## src/pkg/cpr_pkg.sv

```systemverilog
// package of constants and types for the card parameter register
package cpr_pkg;

   // ************************************************************
   // register port
   // ************************************************************
   localparam int ADDR_W = 4;
   localparam int DATA_W = 32;

   localparam logic [ADDR_W-1:0] REG_CONFIG = 4'h0;
   localparam logic [ADDR_W-1:0] REG_USER   = 4'h1;
   localparam logic [ADDR_W-1:0] REG_IMAGE0 = 4'h2;
   localparam logic [ADDR_W-1:0] REG_IMAGE1 = 4'h3;
   localparam logic [ADDR_W-1:0] REG_IMAGE2 = 4'h4;
   localparam logic [ADDR_W-1:0] REG_IMAGE3 = 4'h5;
   localparam logic [ADDR_W-1:0] REG_STATUS = 4'h6;

   // config register field positions
   localparam int CFG_MODEL_LSB  = 0;
   localparam int CFG_RD_LO_LSB  = 4;
   localparam int CFG_RD_HI_LSB  = 8;
   localparam int CFG_WR_LO_LSB  = 12;
   localparam int CFG_WR_HI_LSB  = 16;
   // user register occupies bits 7:0 in image order
   localparam int USER_LSB       = 0;
   // status register field positions
   localparam int STAT_BUSY_BIT  = 0;
   localparam int STAT_CLOCK_BIT = 1;
   localparam int STAT_COPYL_BIT = 2;
   localparam int STAT_LEFT_LSB  = 8;

   // ************************************************************
   // fixed field values of the image
   // ************************************************************
   localparam logic [1:0]  LAYOUT_VERSION  = 2'h2;
   localparam logic [3:0]  SPEC_REVISION   = 4'h3;
   localparam logic [7:0]  ASYNC_ACCESS    = 8'h26;
   localparam logic [7:0]  CLOCKED_ACCESS  = 8'h01;
   localparam logic [7:0]  TRANSFER_RATE   = 8'h2a;
   localparam logic [11:0] COMMAND_CLASSES = 12'h0f5;
   localparam logic [3:0]  READ_BLOCK_SIZE = 4'h9;
   localparam logic        PARTIAL_READ    = 1'h0;
   localparam logic        WRITE_SPAN      = 1'h0;
   localparam logic        READ_SPAN       = 1'h0;
   localparam logic        DRIVER_STAGE    = 1'h0;
   localparam logic [4:0]  ERASE_SIZE_FACTOR      = 5'h1f;
   localparam logic [4:0]  ERASE_SIZE_SML  = 5'h00;
   localparam logic [4:0]  ERASE_SIZE_BIG  = 5'h07;
   localparam logic [4:0]  PROTECT_GROUP   = 5'h03;
   localparam logic        PROTECT_ENABLE  = 1'h1;
   localparam logic [1:0]  DEFAULT_ECC     = 2'h0;
   localparam logic [2:0]  WRITE_FACTOR    = 3'h4;
   localparam logic [3:0]  WRITE_BLOCK     = 4'h9;
   localparam logic        PARTIAL_WRITE   = 1'h0;
   localparam logic        END_BIT         = 1'h1;
   localparam logic [6:0]  CRC_POLY        = 7'h09;

   // capacity models: size field and multiplier
   localparam logic [2:0]  MODEL_32M  = 3'h0;
   localparam logic [2:0]  MODEL_64M  = 3'h1;
   localparam logic [2:0]  MODEL_128M = 3'h2;
   localparam logic [2:0]  MODEL_256M = 3'h3;
   localparam logic [2:0]  MODEL_512M = 3'h4;
   localparam logic [2:0]  MODEL_1G   = 3'h5;
   localparam logic [11:0] SIZE_7A7   = 12'h7a7;
   localparam logic [11:0] SIZE_F4F   = 12'hf4f;
   localparam logic [11:0] SIZE_3D3   = 12'h3d3;
   localparam logic [2:0]  FACTOR_3   = 3'h3;
   localparam logic [2:0]  FACTOR_6   = 3'h6;
   localparam logic [2:0]  FACTOR_7   = 3'h7;

   // reset values of the programmable storage, and the bit count loaded at transfer start
   localparam logic [2:0]  RST_MODEL   = 3'h0;
   localparam logic [2:0]  RST_CURRENT = 3'h4;
   localparam logic [7:0]  RST_USER    = 8'h40;
   localparam logic [6:0]  LAST_BIT    = 7'h7f;

   // ************************************************************
   // types
   // ************************************************************
   typedef struct packed {
      logic                wr;
      logic                rd;
      logic [ADDR_W-1:0]   addr;
      logic [DATA_W-1:0]   wdata;
   } cpr_bus_req_t;

   typedef struct packed {
      logic       fileGroup;
      logic       copyFlag;
      logic       permProtect;
      logic       tempProtect;
      logic [1:0] fileFormat;
      logic [1:0] eccCode;
   } cpr_user_t;

   typedef struct packed {
      logic [2:0] model;
      logic [2:0] readCurrentLowVolt;
      logic [2:0] readCurrentHighVolt;
      logic [2:0] writeCurrentLowVolt;
      logic [2:0] writeCurrentHighVolt;
   } cpr_cfg_t;

endpackage

```

## src/hdl/cpr_card_parameter_register.sv

```systemverilog
// card parameter register: 128-bit image, programmable fields, serial out
`timescale 1ns/1ps
module cpr_card_parameter_register (
   // clock and reset
   input  wire logic                       clk,
   input  wire logic                       rst,
   // register port
   input  wire cpr_pkg::cpr_bus_req_t      busReq,
   output logic [cpr_pkg::DATA_W-1:0]      rdData_r,
   // link from the host
   input  wire logic                       linkClk,
   // command logic side
   input  wire logic                       shiftStart,
   output logic                            serialOut_r,
   output logic                            shiftBusy_r,
   output logic                            shiftDone_r,
   output logic [127:0]                    image_r
);
   import cpr_pkg::*;

   // ************************************************************
   // checksum over the upper 120 bits
   // ************************************************************
   function automatic logic [6:0] crc7(input logic [119:0] d);
      logic [6:0] c;
      logic       fb;
      c = '0;
      for (int i = 119; i >= 0; i--) begin
         fb = d[i] ^ c[6];
         c  = {c[5:0], 1'b0};
         if (fb) begin
            c = c ^ CRC_POLY;
         end
      end
      return c;
   endfunction

   // ************************************************************
   // programmable storage
   // ************************************************************
   cpr_cfg_t  cfg_r;
   cpr_cfg_t  cfg_nxt;
   cpr_user_t user_r;
   cpr_user_t user_nxt;
   logic      copyLocked_r;
   logic      copyLocked_nxt;
   cpr_user_t wrUser;

   assign wrUser = cpr_user_t'(busReq.wdata[USER_LSB +: 8]);

   always_comb begin
      cfg_nxt        = cfg_r;
      user_nxt       = user_r;
      copyLocked_nxt = copyLocked_r;
      if (busReq.wr && busReq.addr == REG_CONFIG) begin
         // models above the table are refused; old model stays
         if (busReq.wdata[CFG_MODEL_LSB +: 3] <= MODEL_1G) begin
            cfg_nxt.model = busReq.wdata[CFG_MODEL_LSB +: 3];
         end
         cfg_nxt.readCurrentLowVolt   =
            busReq.wdata[CFG_RD_LO_LSB +: 3];
         cfg_nxt.readCurrentHighVolt  =
            busReq.wdata[CFG_RD_HI_LSB +: 3];
         cfg_nxt.writeCurrentLowVolt  =
            busReq.wdata[CFG_WR_LO_LSB +: 3];
         cfg_nxt.writeCurrentHighVolt =
            busReq.wdata[CFG_WR_HI_LSB +: 3];
      end
      if (busReq.wr && busReq.addr == REG_USER) begin
         user_nxt.fileGroup   = wrUser.fileGroup;
         user_nxt.tempProtect = wrUser.tempProtect;
         user_nxt.fileFormat  = wrUser.fileFormat;
         user_nxt.eccCode     = wrUser.eccCode;
         // permanent protection can only ever be set
         user_nxt.permProtect = user_r.permProtect | wrUser.permProtect;
         // copy flag takes one write only, then is frozen
         if (!copyLocked_r) begin
            user_nxt.copyFlag = wrUser.copyFlag;
            copyLocked_nxt    = 1'b1;
         end
      end
   end

   always_ff @(posedge clk) begin
      if (rst) begin
         cfg_r        <= '{RST_MODEL, RST_CURRENT, RST_CURRENT,
                           RST_CURRENT, RST_CURRENT};
         user_r       <= cpr_user_t'(RST_USER);
         copyLocked_r <= 1'b0;
      end else begin
         cfg_r        <= cfg_nxt;
         user_r       <= user_nxt;
         copyLocked_r <= copyLocked_nxt;
      end
   end

   // ************************************************************
   // image assembly
   // ************************************************************
   logic [11:0]  sizeField;
   logic [2:0]   sizeFactor;
   logic [4:0]   eraseSize;
   logic [119:0] body;
   logic [127:0] image_nxt;

   // capacity = (size+1) * 2^(factor+2) * 2^blockcode; factor < 8
   always_comb begin
      sizeField  = SIZE_7A7;
      sizeFactor = FACTOR_3;
      eraseSize  = ERASE_SIZE_BIG;
      unique case (cfg_r.model)
         MODEL_32M: begin
            sizeField  = SIZE_7A7;
            sizeFactor = FACTOR_3;
            eraseSize  = ERASE_SIZE_SML;
         end
         MODEL_64M: begin
            sizeField  = SIZE_F4F;
            sizeFactor = FACTOR_3;
            eraseSize  = ERASE_SIZE_SML;
         end
         MODEL_128M: begin
            sizeField  = SIZE_3D3;
            sizeFactor = FACTOR_6;
         end
         MODEL_256M: begin
            sizeField  = SIZE_7A7;
            sizeFactor = FACTOR_6;
         end
         MODEL_512M: begin
            sizeField  = SIZE_F4F;
            sizeFactor = FACTOR_6;
         end
         MODEL_1G: begin
            sizeField  = SIZE_F4F;
            sizeFactor = FACTOR_7;
         end
         default: begin
            sizeField  = SIZE_7A7;
            sizeFactor = FACTOR_3;
            eraseSize  = ERASE_SIZE_SML;
         end
      endcase
   end

   // fields listed from bit 127 downward
   always_comb begin
      body = {
         LAYOUT_VERSION,
         SPEC_REVISION,
         2'h0,
         ASYNC_ACCESS,
         CLOCKED_ACCESS,
         TRANSFER_RATE,
         COMMAND_CLASSES,
         READ_BLOCK_SIZE,
         PARTIAL_READ,
         WRITE_SPAN,
         READ_SPAN,
         DRIVER_STAGE,
         2'h0,
         sizeField,
         cfg_r.readCurrentLowVolt,
         cfg_r.readCurrentHighVolt,
         cfg_r.writeCurrentLowVolt,
         cfg_r.writeCurrentHighVolt,
         sizeFactor,
         eraseSize,
         ERASE_SIZE_FACTOR,
         PROTECT_GROUP,
         PROTECT_ENABLE,
         DEFAULT_ECC,
         WRITE_FACTOR,
         WRITE_BLOCK,
         PARTIAL_WRITE,
         5'h00,
         user_r
      };
      image_nxt = {body, crc7(body), END_BIT};
   end

   // ************************************************************
   // link clock sampling
   // ************************************************************
   logic linkSync1_r;
   logic linkSync2_r;
   logic linkPrev_r;
   logic linkFall;

   always_ff @(posedge clk) begin
      if (rst) begin
         linkSync1_r <= 1'b0;
         linkSync2_r <= 1'b0;
         linkPrev_r  <= 1'b0;
      end else begin
         linkSync1_r <= linkClk;
         linkSync2_r <= linkSync1_r;
         linkPrev_r  <= linkSync2_r;
      end
   end

   // bits change after the host's falling edge, host samples on rising
   assign linkFall = linkPrev_r & ~linkSync2_r;

   // ************************************************************
   // serial shifter
   // ************************************************************
   typedef enum logic {CPR_IDLE, CPR_SHIFT} cpr_state_t;

   cpr_state_t   state_r;
   cpr_state_t   state_nxt;
   logic [127:0] shift_r;
   logic [127:0] shift_nxt;
   logic [6:0]   left_r;
   logic [6:0]   left_nxt;
   logic         serial_nxt;
   logic         busy_nxt;
   logic         done_nxt;

   always_comb begin
      state_nxt  = state_r;
      shift_nxt  = shift_r;
      left_nxt   = left_r;
      serial_nxt = serialOut_r;
      busy_nxt   = shiftBusy_r;
      done_nxt   = 1'b0;
      unique case (state_r)
         CPR_IDLE: begin
            serial_nxt = 1'b1;
            if (shiftStart) begin
               // snapshot, so later writes cannot tear a transfer
               shift_nxt  = image_r;
               serial_nxt = image_r[127];
               left_nxt   = LAST_BIT;
               busy_nxt   = 1'b1;
               state_nxt  = CPR_SHIFT;
            end
         end
         CPR_SHIFT: begin
            if (linkFall) begin
               if (left_r == 7'h00) begin
                  serial_nxt = 1'b1;
                  busy_nxt   = 1'b0;
                  done_nxt   = 1'b1;
                  state_nxt  = CPR_IDLE;
               end else begin
                  shift_nxt  = {shift_r[126:0], 1'b0};
                  serial_nxt = shift_r[126];
                  left_nxt   = left_r - 7'h01;
               end
            end
         end
      endcase
   end

   always_ff @(posedge clk) begin
      if (rst) begin
         state_r     <= CPR_IDLE;
         shift_r     <= '0;
         left_r      <= '0;
         serialOut_r <= 1'b1;
         shiftBusy_r <= 1'b0;
         shiftDone_r <= 1'b0;
         image_r     <= '0;
      end else begin
         state_r     <= state_nxt;
         shift_r     <= shift_nxt;
         left_r      <= left_nxt;
         serialOut_r <= serial_nxt;
         shiftBusy_r <= busy_nxt;
         shiftDone_r <= done_nxt;
         image_r     <= image_nxt;
      end
   end

   // ************************************************************
   // register read port
   // ************************************************************
   logic [DATA_W-1:0] rd_nxt;

   always_comb begin
      rd_nxt = '0;
      if (busReq.rd) begin
         unique case (busReq.addr)
            REG_CONFIG: begin
               rd_nxt[CFG_MODEL_LSB +: 3] = cfg_r.model;
               rd_nxt[CFG_RD_LO_LSB +: 3] = cfg_r.readCurrentLowVolt;
               rd_nxt[CFG_RD_HI_LSB +: 3] = cfg_r.readCurrentHighVolt;
               rd_nxt[CFG_WR_LO_LSB +: 3] = cfg_r.writeCurrentLowVolt;
               rd_nxt[CFG_WR_HI_LSB +: 3] = cfg_r.writeCurrentHighVolt;
            end
            REG_USER:   rd_nxt[USER_LSB +: 8] = user_r;
            REG_IMAGE0: rd_nxt = image_r[31:0];
            REG_IMAGE1: rd_nxt = image_r[63:32];
            REG_IMAGE2: rd_nxt = image_r[95:64];
            REG_IMAGE3: rd_nxt = image_r[127:96];
            REG_STATUS: begin
               rd_nxt[STAT_BUSY_BIT]     = shiftBusy_r;
               rd_nxt[STAT_CLOCK_BIT]    = linkSync2_r;
               rd_nxt[STAT_COPYL_BIT]    = copyLocked_r;
               rd_nxt[STAT_LEFT_LSB +: 7] = left_r;
            end
            default:    rd_nxt = '0;
         endcase
      end
   end

   always_ff @(posedge clk) begin
      if (rst) begin
         rdData_r <= '0;
      end else begin
         rdData_r <= rd_nxt;
      end
   end

endmodule

```

## config.mk

```make
export PLATFORM = sky130hd
export DESIGN_NAME = cpr_card_parameter_register
export DESIGN_NICKNAME = d
export VERILOG_FILES = /design/src/pkg/cpr_pkg.sv /design/src/hdl/cpr_card_parameter_register.sv
export SDC_FILE = /design/constraint.sdc
export NUM_CORES = 1
export LEC_CHECK = 0
export ABC_AREA = 1
export BUFFER_PORTS_ARGS = -buffer_cell sky130_fd_sc_hd__buf_2
export CAP_MARGIN = 40
export CORE_MARGIN = 4
export CORE_UTILIZATION = 40
export DETAILED_ROUTE_END_ITERATION = 12
export HOLD_SLACK_MARGIN = 0.02
export PLACE_DENSITY = 0.64
export RECOVER_POWER = 50
export SLEW_MARGIN = 40
export SYNTH_ARGS = -nofsm -noshare
export SYNTH_HDL_FRONTEND = slang
export SYNTH_SLANG_ARGS = --single-unit
```

## constraint.sdc

```tcl
create_clock -name clk -period 2.8 [get_ports clk]
set_clock_uncertainty 0.05 [all_clocks]
set_input_delay 0.56 -clock clk [delete_from_list [all_inputs] [get_ports clk]]
set_output_delay 0.56 -clock clk [all_outputs]
set_load 0.01 [all_outputs]
```

==> reports/qor.yml <==
cts:
  cts-root-buf: "clkbuf_16"
  clock-sinks: 235
  clockBufferDepth: 3
  cts_tree: "built"
  worst_skew_pair.late_latency_ns: 0.51
  clk_pin_slew_ns: 0.06
  htree_levels: 1
  numCtsBuffers: 25
synthesis:
  ys_seq_elements: 235
  yosysSeqAreaShare_pct: 46.8
  netlist_instances: 1328
  synth_area_per_cell_sq_um: 7.57
  synth_cell_types: 39
  synth_area_sq_um: 10000
  yosys_warnings: 0
timing:
  hold_violations: 0
  worst_pin_slew_ns: 2.40
  worst_slack_ns: 0.283
  min_period_ns: 2.52
  tns_ns: 0
  finalMaxSlewViolations: 130
  rsz0062_at_grt: "no"
  slew_headroom_pct: -59.7
  max_freq_mhz: 397
  fin_crit_sh_pct: 89.9
  finalSetupViolCount: 0
setup_path:
  path_depth: 4
  path_class: "in -> reg"
  timing.rr.end: "image_r[4]"
  critPathRequiredTime_ns: 3.16
  start_kind: "primary input"
  rrSetupSlack_ns: 0.32
  cp_slowest_stage_delay_ns: 1.64
  slowest_stage: "buf_2"
  worstPathMaxFanout: 129
  r2r-start: "cfg_r[12]"
  cp.arrival_ns: 2.88
  worst-path-buf-inv: 2
  r2r_cells: 22
  cp_cell_sequence: "buf_4 > buf_2 > nor2_1 > a31o_2"
  cpLargestDelayFamily: "buffers and inverters"
  end_kind: "flip-flop"
grt:
  grt_pass1_wl_mm: 42.3
  globalRouteOverflowTotal: 0
  grt_max_degree: 130
  grt_use_total_pct: 18.2
  antenna_found_initial: 1
  grt_pass1_vias: 7821
pwr:
  p_leak_nw: 4.53
  clkPwrFrac_pct: 40.5
  power_frac_comb_pct: 14.2
  ir_worst_vdd_v: 0.000499
  seqPwrFrac_pct: 45.4
  cellInternalPower_w: 0.00585
  power.switching_w: 0.00224
  p_per_area_nw_per_um2: 716
  swShare_pct: 27.7
layout:
  syn2layout_area_growth_pct: 12.4
  fin_cells: 1747
  diodes: 0
  nNetsFinal: 1450
  drive_gt1_share_pct: 11.9
drt:
  drc: 0
  avgViaCountPerCell: 4.95
  wl_per_cell_um: 15.2
  drt_iter0_markers: 975
  drt.antenna.violating_nets: 0
  routed_wl_mm: 26.5
  dr_total_vias: 8652
  dr.pass1.iters: 5
floorplan:
  die_area_sq_um: 27700
  die_h_um: 166
  fp.dieW_um: 166
  placementRows: 57
  ios: 205
  core_area_sq_um: 24500
  initial_core_util_pct: 41.0
hold_path:
  min_delay_path_depth: 3
  min_delay_worst_endpoint: "linkSync1_r"
  min_from: "linkClk"
  min_path_type: "in -> reg"
place:
  numPortBuffers: 136
  hpwlAfterDp_mm: 18.5
  dp_cells: 1703
  pre_cts_slack_ns: 0.307
  place_congestion: 0.900
job:
  max_cap_viol_count: 1
outcome:
  violations: "max-capacitance violations, max-slew violations"
  status: "finished with violations"
worst reg2reg max path, delay by kind of cell, from the launching register on:
kind	cells	cell delay, ns
buf+inv	3	0.23
simple gates	19	1.72
flops	1	0.35
worst max-delay path by stage:
stage,start,end
after floorplan,busReq[35],body[52]
after global placement,cfg_r[12],image_r[4]
after detailed placement,cfg_r[13],image_r[4]
after CTS,cfg_r[13],image_r[4]
after global routing,body[49],image_r[7]
final,rst,body[5]
timing repair:
action	4_1_cts	5_1_grt
setup endpoints to repair	0	3
gates resized for setup	0	6
hold buffers	0	0
hold endpoints to repair	0	0
buffers inserted	0	0
registers in the layout (all words and copies together) (netlist names):
register,flops
body,20
linkSync2_r,1
state_r,1
shift_r,127
linkPrev_r,1
serialOut_r,1
copyLocked_r,1
cfg_r,3
shiftBusy_r,1
rdData_r,32
left_r,7
shiftDone_r,1
image_r,38
linkSync1_r,1
metrics by stage:
stage	area, sq um	utilization (%)	power [W]	hold WS, ns
global placement	10600	43.1	0.00488	0.342
global route	11300	46.0	0.00847	0.212
detailed placement	10600	43.2	0.00489	0.346
CTS	11400	46.5	0.00817	0.196
floorplan	10200	-	0.00462	0.338
finish	11300	46.0	0.00809	0.205
power groups by stage:
stage / logic (W) / clock network, W / registers [W]
after global placement: 0.00114 / 0 / 0.00374
after CTS: 0.00116 / 0.00334 / 0.00366
after detailed placement: 0.00116 / 0 / 0.00374
final: 0.00114 / 0.00327 / 0.00367
after floorplan: 0.000919 / 0 / 0.00370
after global routing: 0.00130 / 0.00348 / 0.00368
synth_stat cells, drive strengths merged:
cell type / instances / area, sq um
ha: 2 / 25.0
a221oi: 8 / 70.1
o221ai: 2 / 17.5
clkbuf: 63 / 236
conb: 1 / 3.75
a31oi: 78 / 488
o211ai: 2 / 15.0
a21oi: 99 / 495
a41oi: 1 / 8.76
clkinv: 2 / 7.51
or2: 1 / 6.26
nor2: 69 / 264
dfxtp: 235 / 4700
a31o: 1 / 8.76
a211oi: 2 / 15.0
o22ai: 5 / 31.3
xor2: 17 / 156
buf: 94 / 692
nand2: 415 / 1640
o21ai: 75 / 387
nand3: 59 / 353
xnor2: 5 / 43.8
a311oi: 1 / 8.76
nor3: 5 / 25.0
inv: 81 / 304
a2111oi: 2 / 17.5
nand3b: 2 / 15.0
nand4: 1 / 6.26
placed cells by master, fill, tap and decap left out, types with 53 or more instances in the layout:
master	instances
a21oi_1	99
a31oi_1	78
buf_2	54
clkbuf_1	89
conb_1	53
dfxtp_1	232
inv_1	70
nand2_1	388
nor2_1	67
o21ai_0	73
layer usage:
| layer | track usage, % | share of wire, % |
|---|---|---|
| met5 | 0 | 0.045 |
| met4 | 4.84 | 2.3 |
| met3 | 3.34 | 7.1 |
| met2 | 26.8 | 42 |
| met1 | 27.5 | 49 |
cell type report:
| cell class | count | area, sq um |
|---|---|---|
| fillers | 2519 | 13200 |
| flip-flops and latches | 235 | 4710 |
| multi-input cells | 905 | 4310 |
| clock buffers | 37 | 761 |
| repair buffers | 156 | 729 |
| well taps | 324 | 405 |
| inverters | 83 | 312 |
| clock inverters | 7 | 68.8 |
logic make-up (layout without fill, tap and decap cells):
logic type                 after synthesis  in the layout  share of synthesized area [%]
and+or+nand+nor                        552            552                           23.0
AOI/OAI and AO/OA                      276            276                           15.6
buffers and inverters                  240            283                           12.3
DFF                                    235            235                           46.8
xor gates and xnor gates                22             22                           1.99
adders and majority gates                2              2                          0.249
other                                    1             53                         0.0373
Power figures use the tool's default switching activity.
